## src/common/module_ctrl_pkg.sv

```systemverilog
// constants, types and offsets shared by the module control and status logic
// Summary of operation
// - management initialisation completes no later than 2000 ms after power-on or reset.
// - an interrupt-triggering condition drives the interrupt output low within 200 ms.
// - reading flags clears them; interrupt releases within 500 us of that read.
// - receive loss sets its flag and asserts interrupt within 100 ms.
// - in fast mode receive loss status negates within 100 ms after loss ends.
// - transmit fault sets its flag and asserts interrupt within 200 ms.
// - any other condition sets its flag and asserts interrupt within 200 ms.
// - a mask bit written to 0 resumes its source within 100 ms.
// - a rate select change reconfigures bandwidth within 100 ms.
// - lost receive input squelches the receive output within 15 ms.
// - returned receive input restores receive output within 5000 ms.
// - lost transmit input squelches the transmit output within 400 ms.
// - returned transmit input restores transmit output within 5000 ms.
// - writing transmit disable turns transmit output off within 100 ms.
// - in fast mode transmit disable turns output off within 3 ms.
// - clearing transmit disable restores output within 400 ms, fast mode 10 ms.
// - receive output disable turns output off and back on within 100 ms.
// - automatic squelch cannot be disabled whatever software writes.
// - after power-up or reset, low power select asserted keeps low power mode.
// - without low power select the module enters high power mode by itself.
package module_ctrl_pkg;
  // ==========================================================
  // timing
  localparam int CLK_MHZ = 100;
  localparam int TICK_MS = 1;
  localparam int TICK_CYC = TICK_MS * CLK_MHZ * 1000;
  localparam int RESET_MIN_US = 10;
  localparam int RESET_MIN_CYC = RESET_MIN_US * CLK_MHZ;
  localparam int INIT_MAX_MS = 2000;
  localparam int INIT_TICKS = INIT_MAX_MS / TICK_MS;
  // ==========================================================
  // register offsets
  localparam logic [7:0] ADDR_STATUS = 8'h00;
  localparam logic [7:0] ADDR_FLAGS = 8'h01;
  localparam logic [7:0] ADDR_MASK = 8'h02;
  localparam logic [7:0] ADDR_CONTROL = 8'h03;
  // ==========================================================
  // synchronised input positions and reset value
  localparam int IN_RST = 5;
  localparam int IN_LP = 4;
  localparam int IN_RXLOS = 3;
  localparam int IN_TXLOS = 2;
  localparam int IN_TXFLT = 1;
  localparam int IN_OTHER = 0;
  localparam logic [5:0] SYNC_RST = 6'h30;
  // ==========================================================
  // flag, control and status fields
  localparam int FLG_RXLOS = 0;
  localparam int FLG_TXFLT = 1;
  localparam int FLG_TXLOS = 2;
  localparam int FLG_OTHER = 3;
  localparam int CTL_TXDIS = 0;
  localparam int CTL_RXDIS = 1;
  localparam int CTL_FAST = 2;
  localparam int CTL_SQDIS = 3;
  localparam int CTL_RATE = 4;
  localparam logic [4:0] CTL_RST = 5'h00;
  localparam logic [3:0] MASK_RST = 4'h0;
  localparam int STS_INIT = 0;
  localparam int STS_HIPWR = 1;
  localparam int STS_RXLOS = 2;
  localparam int STS_TXFLT = 3;
  localparam int STS_INT = 4;
  // ==========================================================
  typedef enum logic [1:0] {
    PH_HOLD = 2'b00,
    PH_INIT = 2'b01,
    PH_READY = 2'b11
  } phase_e;
endpackage

```

## src/hdl/module_control_status.sv

```systemverilog
// module control, status flags, interrupt, squelch, disable and power mode
`timescale 1ns/10ps
`default_nettype none
module module_control_status #(
  parameter int TICK_CYCLES = module_ctrl_pkg::TICK_CYC,
  parameter int INIT_TICKS = module_ctrl_pkg::INIT_TICKS
) (
  input wire logic mclk_in, // system clock, 100 MHz
  input wire logic rstn_in, // asynchronous power-on reset, active low
  input wire logic module_reset_low_in, // module reset pin, active low
  input wire logic low_power_select_in, // low power select pin
  input wire logic rx_los_in, // receive input signal lost
  input wire logic tx_los_in, // transmit input signal lost
  input wire logic tx_fault_in, // transmit fault state
  input wire logic other_cond_in, // any other flag condition
  input wire logic [7:0] addr_in, // register address
  input wire logic [7:0] wdata_in, // write data
  input wire logic wr_in, // write strobe
  input wire logic rd_in, // read strobe
  output logic [7:0] rdata_out, // read data, cycle after the read
  output logic interrupt_request_low_out, // interrupt, active low
  output logic management_initialisation_state_out, // high while initialising
  output logic high_power_out, // high power mode
  output logic tx_enable_out, // transmit output on
  output logic rx_enable_out, // receive output on
  output logic tx_squelch_out, // transmit output squelched
  output logic rx_squelch_out, // receive output squelched
  output logic rate_select_out // selected rate or application
);
  // ==========================================================
  // state
  typedef struct packed {
    logic [5:0] s1;
    logic [5:0] s2;
    logic [5:0] s3;
    logic [5:0] pin;
    module_ctrl_pkg::phase_e phase;
    logic [16:0] tick_cnt;
    logic tick;
    logic [10:0] ms_cnt;
    logic [9:0] rst_cnt;
    logic [3:0] flags;
    logic [3:0] mask;
    logic [4:0] ctrl;
    logic [7:0] rdata;
    logic int_low;
    logic init_act;
    logic hipwr;
    logic tx_en;
    logic rx_en;
    logic tx_sq;
    logic rx_sq;
    logic rate;
  } state_s;

  state_s st_q;
  state_s st_d;

  localparam logic [16:0] TICK_LAST = 17'(TICK_CYCLES - 1);
  localparam logic [10:0] INIT_LAST = 11'(INIT_TICKS - 1);
  localparam logic [9:0] RST_MIN = 10'(module_ctrl_pkg::RESET_MIN_CYC);

  logic [3:0] cond;
  logic ready;
  logic rst_low;
  logic [3:0] flags_n;
  logic [3:0] mask_n;
  logic [4:0] ctrl_n;
  logic [7:0] rd_mux;

  // ==========================================================
  // next state
  always_comb begin
    st_d = st_q;
    // three stage pin synchronisers; a change counts once stages two and three agree
    st_d.s1 = {module_reset_low_in, low_power_select_in, rx_los_in, tx_los_in, tx_fault_in,
               other_cond_in};
    st_d.s2 = st_q.s1;
    st_d.s3 = st_q.s2;
    for (int i = 0; i < 6; i++) begin
      if (st_q.s2[i] == st_q.s3[i]) begin
        st_d.pin[i] = st_q.s3[i];
      end
    end
    rst_low = !st_q.pin[module_ctrl_pkg::IN_RST];
    ready = (st_q.phase == module_ctrl_pkg::PH_READY);
    cond = '0;
    cond[module_ctrl_pkg::FLG_RXLOS] = st_q.pin[module_ctrl_pkg::IN_RXLOS];
    cond[module_ctrl_pkg::FLG_TXFLT] = st_q.pin[module_ctrl_pkg::IN_TXFLT];
    cond[module_ctrl_pkg::FLG_TXLOS] = st_q.pin[module_ctrl_pkg::IN_TXLOS];
    cond[module_ctrl_pkg::FLG_OTHER] = st_q.pin[module_ctrl_pkg::IN_OTHER];

    // millisecond tick from the system clock
    st_d.tick = 1'b0;
    if (st_q.tick_cnt == TICK_LAST) begin
      st_d.tick_cnt = '0;
      st_d.tick = 1'b1;
    end else begin
      st_d.tick_cnt = st_q.tick_cnt + 17'h00001;
    end

    // low time of the reset pin in cycles, saturating at the minimum
    if (!rst_low) begin
      st_d.rst_cnt = '0;
    end else if (st_q.rst_cnt != RST_MIN) begin
      st_d.rst_cnt = st_q.rst_cnt + 10'h001;
    end

    // a short glitch on the reset pin is ignored
    case (st_q.phase)
      module_ctrl_pkg::PH_HOLD: begin
        if (!rst_low) begin
          st_d.phase = module_ctrl_pkg::PH_INIT;
          st_d.ms_cnt = '0;
        end
      end
      module_ctrl_pkg::PH_INIT: begin
        if (st_q.tick) begin
          // counted in whole ticks, so completion never runs past the limit
          if (st_q.ms_cnt == INIT_LAST) begin
            st_d.phase = module_ctrl_pkg::PH_READY;
          end else begin
            st_d.ms_cnt = st_q.ms_cnt + 11'h001;
          end
        end
      end
      module_ctrl_pkg::PH_READY: begin
      end
      default: begin
        st_d.phase = module_ctrl_pkg::PH_HOLD;
      end
    endcase
    if (st_q.rst_cnt == RST_MIN) begin
      st_d.phase = module_ctrl_pkg::PH_HOLD;
    end

    // registers; a module reset returns them to their defaults
    mask_n = st_q.mask;
    ctrl_n = st_q.ctrl;
    if (wr_in && addr_in == module_ctrl_pkg::ADDR_MASK) begin
      mask_n = wdata_in[3:0];
    end
    if (wr_in && addr_in == module_ctrl_pkg::ADDR_CONTROL) begin
      ctrl_n = wdata_in[4:0];
    end
    // set wins over the clear on read, so no event is lost
    flags_n = st_q.flags;
    if (rd_in && addr_in == module_ctrl_pkg::ADDR_FLAGS) begin
      flags_n = '0;
    end
    if (ready) begin
      flags_n = flags_n | cond;
    end
    if (st_q.phase != module_ctrl_pkg::PH_READY) begin
      flags_n = '0;
      mask_n = module_ctrl_pkg::MASK_RST;
      ctrl_n = module_ctrl_pkg::CTL_RST;
    end
    st_d.flags = flags_n;
    st_d.mask = mask_n;
    st_d.ctrl = ctrl_n;

    // read data stands only in the cycle after the strobe
    rd_mux = '0;
    case (addr_in)
      module_ctrl_pkg::ADDR_STATUS: begin
        rd_mux[module_ctrl_pkg::STS_INIT] = st_q.init_act;
        rd_mux[module_ctrl_pkg::STS_HIPWR] = st_q.hipwr;
        rd_mux[module_ctrl_pkg::STS_RXLOS] = st_q.pin[module_ctrl_pkg::IN_RXLOS];
        rd_mux[module_ctrl_pkg::STS_TXFLT] = st_q.pin[module_ctrl_pkg::IN_TXFLT];
        rd_mux[module_ctrl_pkg::STS_INT] = !st_q.int_low;
      end
      module_ctrl_pkg::ADDR_FLAGS: begin
        rd_mux[3:0] = st_q.flags;
      end
      module_ctrl_pkg::ADDR_MASK: begin
        rd_mux[3:0] = st_q.mask;
      end
      module_ctrl_pkg::ADDR_CONTROL: begin
        rd_mux[4:0] = st_q.ctrl;
      end
      default: begin
        rd_mux = '0;
      end
    endcase
    st_d.rdata = rd_in ? rd_mux : 8'h00;

    // outputs except read data, squelch, high power and the ready and loss terms of the enables follow the next register values, a cycle behind their cause
    st_d.int_low = !(|(flags_n & ~mask_n));
    st_d.init_act = (st_d.phase != module_ctrl_pkg::PH_READY);
    // the squelch disable bit is stored but never consulted
    st_d.rx_sq = st_q.pin[module_ctrl_pkg::IN_RXLOS];
    st_d.tx_sq = st_q.pin[module_ctrl_pkg::IN_TXLOS];
    st_d.hipwr = ready && !st_q.pin[module_ctrl_pkg::IN_LP];
    // disable acts in one cycle, well inside the fast mode limits as well
    st_d.tx_en = ready && !ctrl_n[module_ctrl_pkg::CTL_TXDIS] &&
                 !st_q.pin[module_ctrl_pkg::IN_TXLOS];
    st_d.rx_en = ready && !ctrl_n[module_ctrl_pkg::CTL_RXDIS] &&
                 !st_q.pin[module_ctrl_pkg::IN_RXLOS];
    st_d.rate = ctrl_n[module_ctrl_pkg::CTL_RATE];
  end

  // ==========================================================
  // registers
  always_ff @(posedge mclk_in or negedge rstn_in) begin
    if (!rstn_in) begin
      st_q <= '0;
      st_q.s1 <= module_ctrl_pkg::SYNC_RST;
      st_q.s2 <= module_ctrl_pkg::SYNC_RST;
      st_q.s3 <= module_ctrl_pkg::SYNC_RST;
      st_q.pin <= module_ctrl_pkg::SYNC_RST;
      st_q.phase <= module_ctrl_pkg::PH_INIT;
      st_q.int_low <= 1'b1;
      st_q.init_act <= 1'b1;
    end else begin
      st_q <= st_d;
    end
  end

  assign rdata_out = st_q.rdata;
  assign interrupt_request_low_out = st_q.int_low;
  assign management_initialisation_state_out = st_q.init_act;
  assign high_power_out = st_q.hipwr;
  assign tx_enable_out = st_q.tx_en;
  assign rx_enable_out = st_q.rx_en;
  assign tx_squelch_out = st_q.tx_sq;
  assign rx_squelch_out = st_q.rx_sq;
  assign rate_select_out = st_q.rate;
endmodule // module_control_status
`default_nettype wire

```

## config.mk

```make
export PLATFORM = sky130hd
export DESIGN_NAME = module_control_status
export DESIGN_NICKNAME = d
export VERILOG_FILES = /design/src/common/module_ctrl_pkg.sv /design/src/hdl/module_control_status.sv
export SDC_FILE = /design/constraint.sdc
export NUM_CORES = 1
export LEC_CHECK = 0
export ABC_AREA = 1
export BUFFER_PORTS_ARGS = -buffer_cell sky130_fd_sc_hd__buf_2
export CELL_PAD_IN_SITES_DETAIL_PLACEMENT = 2
export CELL_PAD_IN_SITES_GLOBAL_PLACEMENT = 2
export CORE_MARGIN = 8
export CORE_UTILIZATION = 39
export CTS_BUF_LIST = sky130_fd_sc_hd__clkbuf_16
export CTS_CLUSTER_DIAMETER = 150
export DETAILED_ROUTE_END_ITERATION = 8
export PLACE_DENSITY_LB_ADDON = 0.1
export RECOVER_POWER = 100
export REMOVE_ABC_BUFFERS = 1
export SLEW_MARGIN = 0
export SYNTH_ARGS = -nofsm -noshare
export SYNTH_HDL_FRONTEND = slang
export SYNTH_SLANG_ARGS = --single-unit
export TNS_END_PERCENT = 1
```

## constraint.sdc

```tcl
create_clock -name mclk_in -period 3.2 [get_ports mclk_in]
set_clock_uncertainty 0.2 [all_clocks]
set_input_delay 0.48 -clock mclk_in [delete_from_list [all_inputs] [get_ports mclk_in]]
set_output_delay 0.48 -clock mclk_in [all_outputs]
set_load 0.02 [all_outputs]
```

======== After elaboration in Yosys (flattened, before gate mapping) ========
Index checks and enable logic that the tools add are counted.
Widths: inputs -> output; s select.
word-level totals
  memory bits (read-only) ................. 0
  bits in latches ......................... 0
  memory bits (writable) .................. 0
  register bits ........................... 91
  memories kept ........................... 0
operators by class
  $lt $le $gt $ge ......................... 0
  mux-type cells .......................... 23
  multipliers ............................. 0
  $add $sub $neg .......................... 3
  eq/ne operators ......................... 20
  shift operators ......................... 0
  divide/modulo/power cells ............... 0
  bitwise operators ....................... 3
  reductions and logical operators ........ 22
operators by type and width
  kind                   count
  $mux 11                3
  $pmux 11 s2            1
  $mux 10                2
  $mux 4                 5
  $add 17x1->17 const B  1
  $eq 17x17->1 const B   1
  $mux 17                1
  $eq 8x2->1 const B     2
  $pmux 4 s4             1
  $mux 5                 3
  $add 11x1->11 const B  1
  $eq 11x11->1 const B   1
  $add 10x1->10 const B  1
  $eq 10x10->1 const B   1
  $ne 10x10->1 const B   1
  $ne 2x2->1 const B     5
  $eq 8x1->1 const B     1
  $logic_and 1x1->1      8
  $logic_not 8->1        1
  $mux 2                 4
  $logic_not 1->1        7
  $eq 1x1->1             6
  $pmux 2 s3             1
  $reduce_bool 2->1      3
  10 further kinds       10

======== Depth between registers and ports, before layout ========
Gate-level depths: netlist of run 1.
  depth after elaboration ................. 9
  gate-level depth with buffers ........... 10

======== Worst setup path before layout of run 1 ========
OpenSTA, ideal clock, no wires.
  path type ............................... reg-to-reg
  from .................................... register st_q[39] (netlist bit)
  to ...................................... register st_q[42] (netlist bit)
  path slack .............................. 1,467 ps
  arrival ................................. 1,409 ps
  library setup time ...................... 124 ps
  cell stages (with the launch flop) ...... 11
  cells stage by stage .................... dfrtp_1 ha_1 nand2_1 nor2_2 nand3_2 nand2_4 nand2_8 inv_6 nor2_4 nor2_1 nor2_1
between the ends
  longest elaborated chain between the ends .. 4
  elaborated cells on any way between the ends .. 7
  those cells by class .................... add/sub: 1; eq/ne: 2; mux: 3; reduce/logical: 1
ends and longest elaborated chain
  element                 RTL line                      text
  from (decl)             module_control_status.sv:56   state_s st_q;
  from (signal assigned)  module_control_status.sv:216  st_q <= st_d;
  $add 11x1->11           module_control_status.sv:123  st_d.ms_cnt = st_q.ms_cnt + 11'h001;
  $mux 11                 module_control_status.sv:120  if (st_q.ms_cnt == INIT_LAST) begin
  $mux 11                 module_control_status.sv:118  if (st_q.tick) begin
  $pmux 11 s2             module_control_status.sv:110  case (st_q.phase)
Parallel ways exist; a longest one is shown, timed or not. The select of a mux whose other input is x is not followed.
A chain may end at the register's enable or synchronous reset.

======== Final worst setup path of run 1 ========
Same ends and word-level chain as after synthesis.

==> impl_metrics.toml, run 1 <==
[run_status]
outcome = "complete, no violations"

[finish]
final_area_sq_um = 4610
area_delta_synth_final_pct = 12.6
stdcell_count = 632
num_antenna_cells = 0
drive_above_1_share_pct = 10.5
finalNetCount = 521

[pwr]
finalPower_w = 0.00229
p_leak_nw = 2.11
vdd_drop_max_mv = 0.283
p_per_area_nw_per_um2 = 496

[route]
drt-initial-drc-count = 191
drt_first_pass_iters = 4
postRouteAntennaNets = 0
vias = 3217
wl_microns = 11100
route.detailed.drc = 0
routedWlPerCell_microns = 17.6
viasPerCell = 5.09

[clocking]
clockBufferDepth = 2
clkSlewWorstSetupHoldPaths_ps = 70
cts_tree = "done"
htreeDepth = 3
cts_inserted_buffers = 9
clock_latency_ps = 350
clkSinkCount = 90
root_buffer = "clkbuf_16"
ctsResizeCount = 0

[synthesis]
syn-mean-instance-area_sq_um = 9.12
synth_warnings = 0
syn_area_sq_um = 4100
ys_seq_area_share_pct = 55.3
synth_seq_cells = 90
syn_inst = 449
synthDistinctLibCells = 38

[place]
placed_cells = 615
gp_congestion = 0.790
portBuffers = 35
place_area_sq_um = 4410
place_hpwl_microns = 8010
pre_cts_ws_ps = 1110

[floorplanning]
num_rows = 37
start_util_pct = 39.8
io_pins = 42
die_y_microns = 118
fp.dieW_microns = 118
core_area_sq_um = 10300
dieArea_sq_um = 14000

[worst_setup_path]
critPathMaxFanout = 10
required_ps = 3240
start_kind = "flop"
worstSetupEndpointType = "flop"
critical_path_class = "flop to flop"
reg2reg_depth = 10
crit_arrival_ps = 2420

[sta]
timing.final.ws_setup_ps = 817
slew_violations = 0
finalSetupViolations = 0
fin_crit_ps = 2380
setup_total_negative_slack_ps = 0
clock.fmax_mhz = 420
worstMarginPinSlew_ps = 1210
rsz0062_at_grt = "false"
finalHoldViolCount = 0
max-slew-margin-rel_pct = 19.3
period_share_pct = 74.5

[min_path]
hold_depth = 1
min-delay-path-class = "input pin to flop"

[global_route]
grt_pass1_vias = 3739
antenna_found_initial = 0
grtUsageTotal_pct = 16.9
grt-ovfl-total = 0
grt_max_degree = 47
grt_pass1_wl_microns = 19100

[run]
maxCapViolCount = 0
==> worst max-delay path, stage by stage (launching register included) <==
cell and delay, ps:
dfrtp_1 480, ha_1 350, nand2_1 120, nor2_1 230, nand3_1 140, nand2_1 300
nand2_8 140, inv_6 120, nor2_1 50, nor2_1 80, nor2_1 50
==> cell usage after synthesis, drive strengths merged <==
| cell type | n | area [sq um] |
|---|---|---|
| nand2 | 80 | 324 |
| dfrtp | 79 | 1980 |
| inv | 67 | 256 |
| nor2 | 52 | 248 |
| nand3 | 39 | 218 |
| o21ai | 26 | 130 |
| a21oi | 16 | 80.1 |
| nor3 | 16 | 85.1 |
| nand4 | 14 | 87.6 |
| dfstp | 11 | 289 |
| xor2 | 9 | 78.8 |
| buf | 8 | 60.1 |
| maj3 | 6 | 60.1 |
| a31oi | 4 | 25.0 |
| ha | 4 | 50.1 |
| o31ai | 4 | 35.0 |
| and2 | 2 | 12.5 |
| nor4 | 2 | 12.5 |
| xnor2 | 2 | 17.5 |
| clkbuf | 1 | 3.75 |
| clkinv | 1 | 3.75 |
| conb | 1 | 3.75 |
| nand3b | 1 | 7.51 |
| o211a | 1 | 10.0 |
| o21bai | 1 | 7.51 |
| o22ai | 1 | 6.26 |
| or2 | 1 | 6.26 |
==> path summary, 6_finish.rpt <==
path / slack (ps) / start / end
setup / recovery: 820 / st_q[39]$_DFFE_PN0P_ / st_q[42]$_DFFE_PN0P_
max in group asynchronous: 1190 / rstn_in / st_d[87]$_DFF_PN1_
min in group asynchronous: 730 / rstn_in / st_q[40]$_DFFE_PN0P_
hold / removal: 30 / module_reset_low_in / st_d[87]$_DFF_PN1_
setup reg to reg: 820 / st_q[39]$_DFFE_PN0P_ / st_q[42]$_DFFE_PN0P_
hold reg to reg: 150 / st_d[82]$_DFF_PN0_ / st_d[76]$_DFF_PN0_
==> state kept, by name, indices dropped and copies added (netlist names), 4 cells and up <==
name	flops
cond	4
st_q	62
rdata_out	5
st_d	12
==> kinds of logic (layout without fill, tap and decap cells) <==
group	count (synthesis)	after routing	share of synthesized area, %
and+or+nand+nor	207	207	24.4
DFF	90	90	55.3
buffers and inverters	77	122	7.91
AOI/OAI and AO/OA	53	53	7.18
xor gates and xnor gates	11	11	2.35
adders and majority gates	10	10	2.69
other	1	3	0.0916
==> cell type report <==
cell class / count / area [sq um]
multi-input cells: 284 / 1460
well taps: 136 / 170
clock inverters: 7 / 38.8
fillers: 1144 / 5670
repair buffers: 38 / 193
inverters: 68 / 260
flip-flops and latches: 90 / 2270
clock buffers: 9 / 225
==> layer usage <==
metal | share of wire (%) | GRT usage, % | up-vias
li1 | - | - | 1533
met1 | 44 | 19.7 | 1625
met2 | 51 | 29.6 | 48
met3 | 3.8 | 4.52 | 11
met4 | 1.6 | 5.69 | 0
met5 | 0 | 0 | -
==> stage by stage <==
stage	hold slack, ps	util (%)
floorplan	-15.6	-
global placement	132	43.0
detailed placement	143	43.0
CTS	15.7	45.6
global route	11.8	44.9
finish	31.8	44.9
==> power by group <==
group / total, W / switching, W / leakage, nW / internal (W)
sequential: 0.00120 / 0.0000253 / 1.16 / 0.00117
clock: 0.000955 / 0.000436 / 0.140 / 0.000519
combinational: 0.000137 / 0.0000957 / 0.815 / 0.0000409
==> cells in the final DEF (no fill, tap or decap), drive strengths merged, types with 5 or more instances in the layout <==
cell    count
o21ai      26
nor2       52
nor3       16
xor2        9
dfstp      11
inv        70
nand4      14
buf        22
clkinv      5
a21oi      16
clkbuf     24
nand2      80
nand3      39
maj3        6
dfrtp      79
==> repair_timing <==
item                                   in CTS  in global routing
hold buffers                                1                  0
endpoints found under the hold margin      42                  0
setup buffers                               0                  0
No activity file was read; power rests on OpenSTA's default activity.
==> inputs of run 2 (changes only) <==
CORE_UTILIZATION = 33   (was 39)
clock period = 1.95 ns   (was 3.2 ns; I/O delays follow)
==> impl_metrics.toml, run 2 (synthesized netlist as in run 1, its figures left out) <==
[sta]
finalSetupViolations = 0
slew_violations = 0
setup_total_negative_slack_ps = 0
worstMarginPinSlew_ps = 836
fin_crit_ps = 1780
rsz0062_at_grt = "false"
finalHoldViolCount = 0
period_share_pct = 91.5
max-slew-margin-rel_pct = 44.2
clock.fmax_mhz = 560

[finish]
area_delta_synth_final_pct = 17.4
final_cell_mix = "dfrtp_1, nand2_1, inv_1"
layout_commonest_cell = "dfrtp_1"
stdcell_count = 679
drive_above_1_share_pct = 13.7
num_antenna_cells = 0
fillCellCount = 1364
finalNetCount = 536
top_register = "st_q"
largest_reg_flops = 62

[place]
gp_congestion = 0.782
placed_cells = 654
portBuffers = 35
place_hpwl_microns = 7780

[global_route]
grt_pass1_vias = 3685
grt-ovfl-total = 0
grtUsageTotal_pct = 14.2
grt_pass1_wl_microns = 18500
antenna_found_initial = 0
grt_max_degree = 91

[clocking]
root_buffer = "clkbuf_16"
clock_latency_ps = 340
cts_inserted_buffers = 9
clockBufferDepth = 2
htreeDepth = 3
clkSinkCount = 90
clkSlewWorstSetupHoldPaths_ps = 60
cts_tree = "done"

[worst_setup_path]
crit_arrival_ps = 1820
critPathMaxFanout = 6
critical_path_class = "flop to flop"
worstSetupEndpointType = "flop"
start_kind = "flop"
required_ps = 1990

[floorplanning]
io_pins = 42
dieArea_sq_um = 16200
core_area_sq_um = 12100
die_y_microns = 127
num_rows = 40
start_util_pct = 34.0
fp.dieW_microns = 127

[pwr]
p_seq_share_pct = 51.5
p_leak_nw = 2.16
p_clk_share_pct = 42.3
vdd_drop_max_mv = 0.330
p_per_area_nw_per_um2 = 793
p_switching_w = 0.000943
p_sw_share_pct = 24.8
internal-power_w = 0.00287
combPwrFrac_pct = 6.2

[route]
drt-initial-drc-count = 86
postRouteAntennaNets = 0
viasPerCell = 4.74
wl_microns = 10600
routedWlPerCell_microns = 15.7
drt_first_pass_iters = 4
route.detailed.drc = 0
vias = 3216

[min_path]
min-delay-path-class = "input pin to flop"

[run]
maxCapViolCount = 0

[run_status]
outcome = "complete, no violations"
run 2: cell types whose count changed in the layout (fill, tap and decap cells not counted), sizes merged:
| cell | before | now |
|---|---|---|
| dlygate4sd3 | 1 | 8 |
| buf | 22 | 26 |
| clkbuf | 24 | 28 |
| clkinv | 5 | 3 |
| clkinvlp | 0 | 2 |
run 2: power groups by stage:
stage          Combinational (W)  Sequential, W  Clock (W)
5_1_grt                 0.000273        0.00197    0.00176
3_3_place_gp            0.000233        0.00200          0
4_1_cts                 0.000255        0.00196    0.00170
6_report                0.000238        0.00196    0.00161
3_5_place_dp            0.000241        0.00200          0
2_1_floorplan           0.000113        0.00200          0
run 2: layout make-up:
type	count	area, sq um	share of cell area, %
Multi-Input combinational cell	284	1490	31.0
Sequential cell	90	2270	47.1
Clock inverter	7	45.0	0.937
Tap cell	168	210	4.37
Inverter	68	260	5.42
Timing Repair Buffer	53	309	6.43
Clock buffer	9	225	4.69
run 2: timing repair:
item	in CTS	in global routing
hold buffers	8	0
resized for setup	0	1
setup buffers	0	1
endpoints found under the setup margin	0	1
endpoints found under the hold margin	86	0
run 2: path summary, 6_finish.rpt:
check / start / to / slack (ps) / depth (start not counted)
max in group asynchronous: rstn_in / st_q[23]$_DFF_PN0_ / 500 / 3
hold / removal: wdata_in[2] / st_q[18]$_DFFE_PN0P_ / 20 / 3
setup / recovery: st_q[51]$_DFF_PN0_ / st_q[58]$_DFF_PN0_ / 170 / 8
hold reg to reg: st_d[84]$_DFF_PN0_ / st_d[78]$_DFF_PN0_ / 150 / 0
min in group asynchronous: rstn_in / st_q[42]$_DFFE_PN0P_ / 470 / 3
setup reg to reg: st_q[51]$_DFF_PN0_ / st_q[58]$_DFF_PN0_ / 170 / 8
run 2: stage by stage:
step	total power, W	utilization (%)	instance area (sq um)	hold WS [ps]	setup WS (ps)
final	0.00381	39.8	4810	15.1	166
after global routing	0.00400	39.8	4810	31.1	8.84
after CTS	0.00392	40.3	4860	1.63	74.4
after detailed placement	0.00224	37.4	4510	138	79.1
after global placement	0.00223	37.4	4510	134	208
after floorplan	0.00211	-	4040	-203	217
run 2: layer usage:
layer | track usage (%) | part of all wire, % | up-vias
met5 | 0 | 0 | -
met4 | 4.41 | 1.3 | 0
met3 | 4.37 | 3.9 | 12
met2 | 24.0 | 48 | 39
met1 | 17.1 | 47 | 1611
li1 | - | - | 1554
run 2: critical path, stage by stage, from the launching register on:
cell	delay (ps)
dfrtp_1	370
ha_1	200
nand3_1	150
inv_1	150
nand3_1	160
inv_1	240
nor2_1	60
o21ai_0	90
inv_1	60
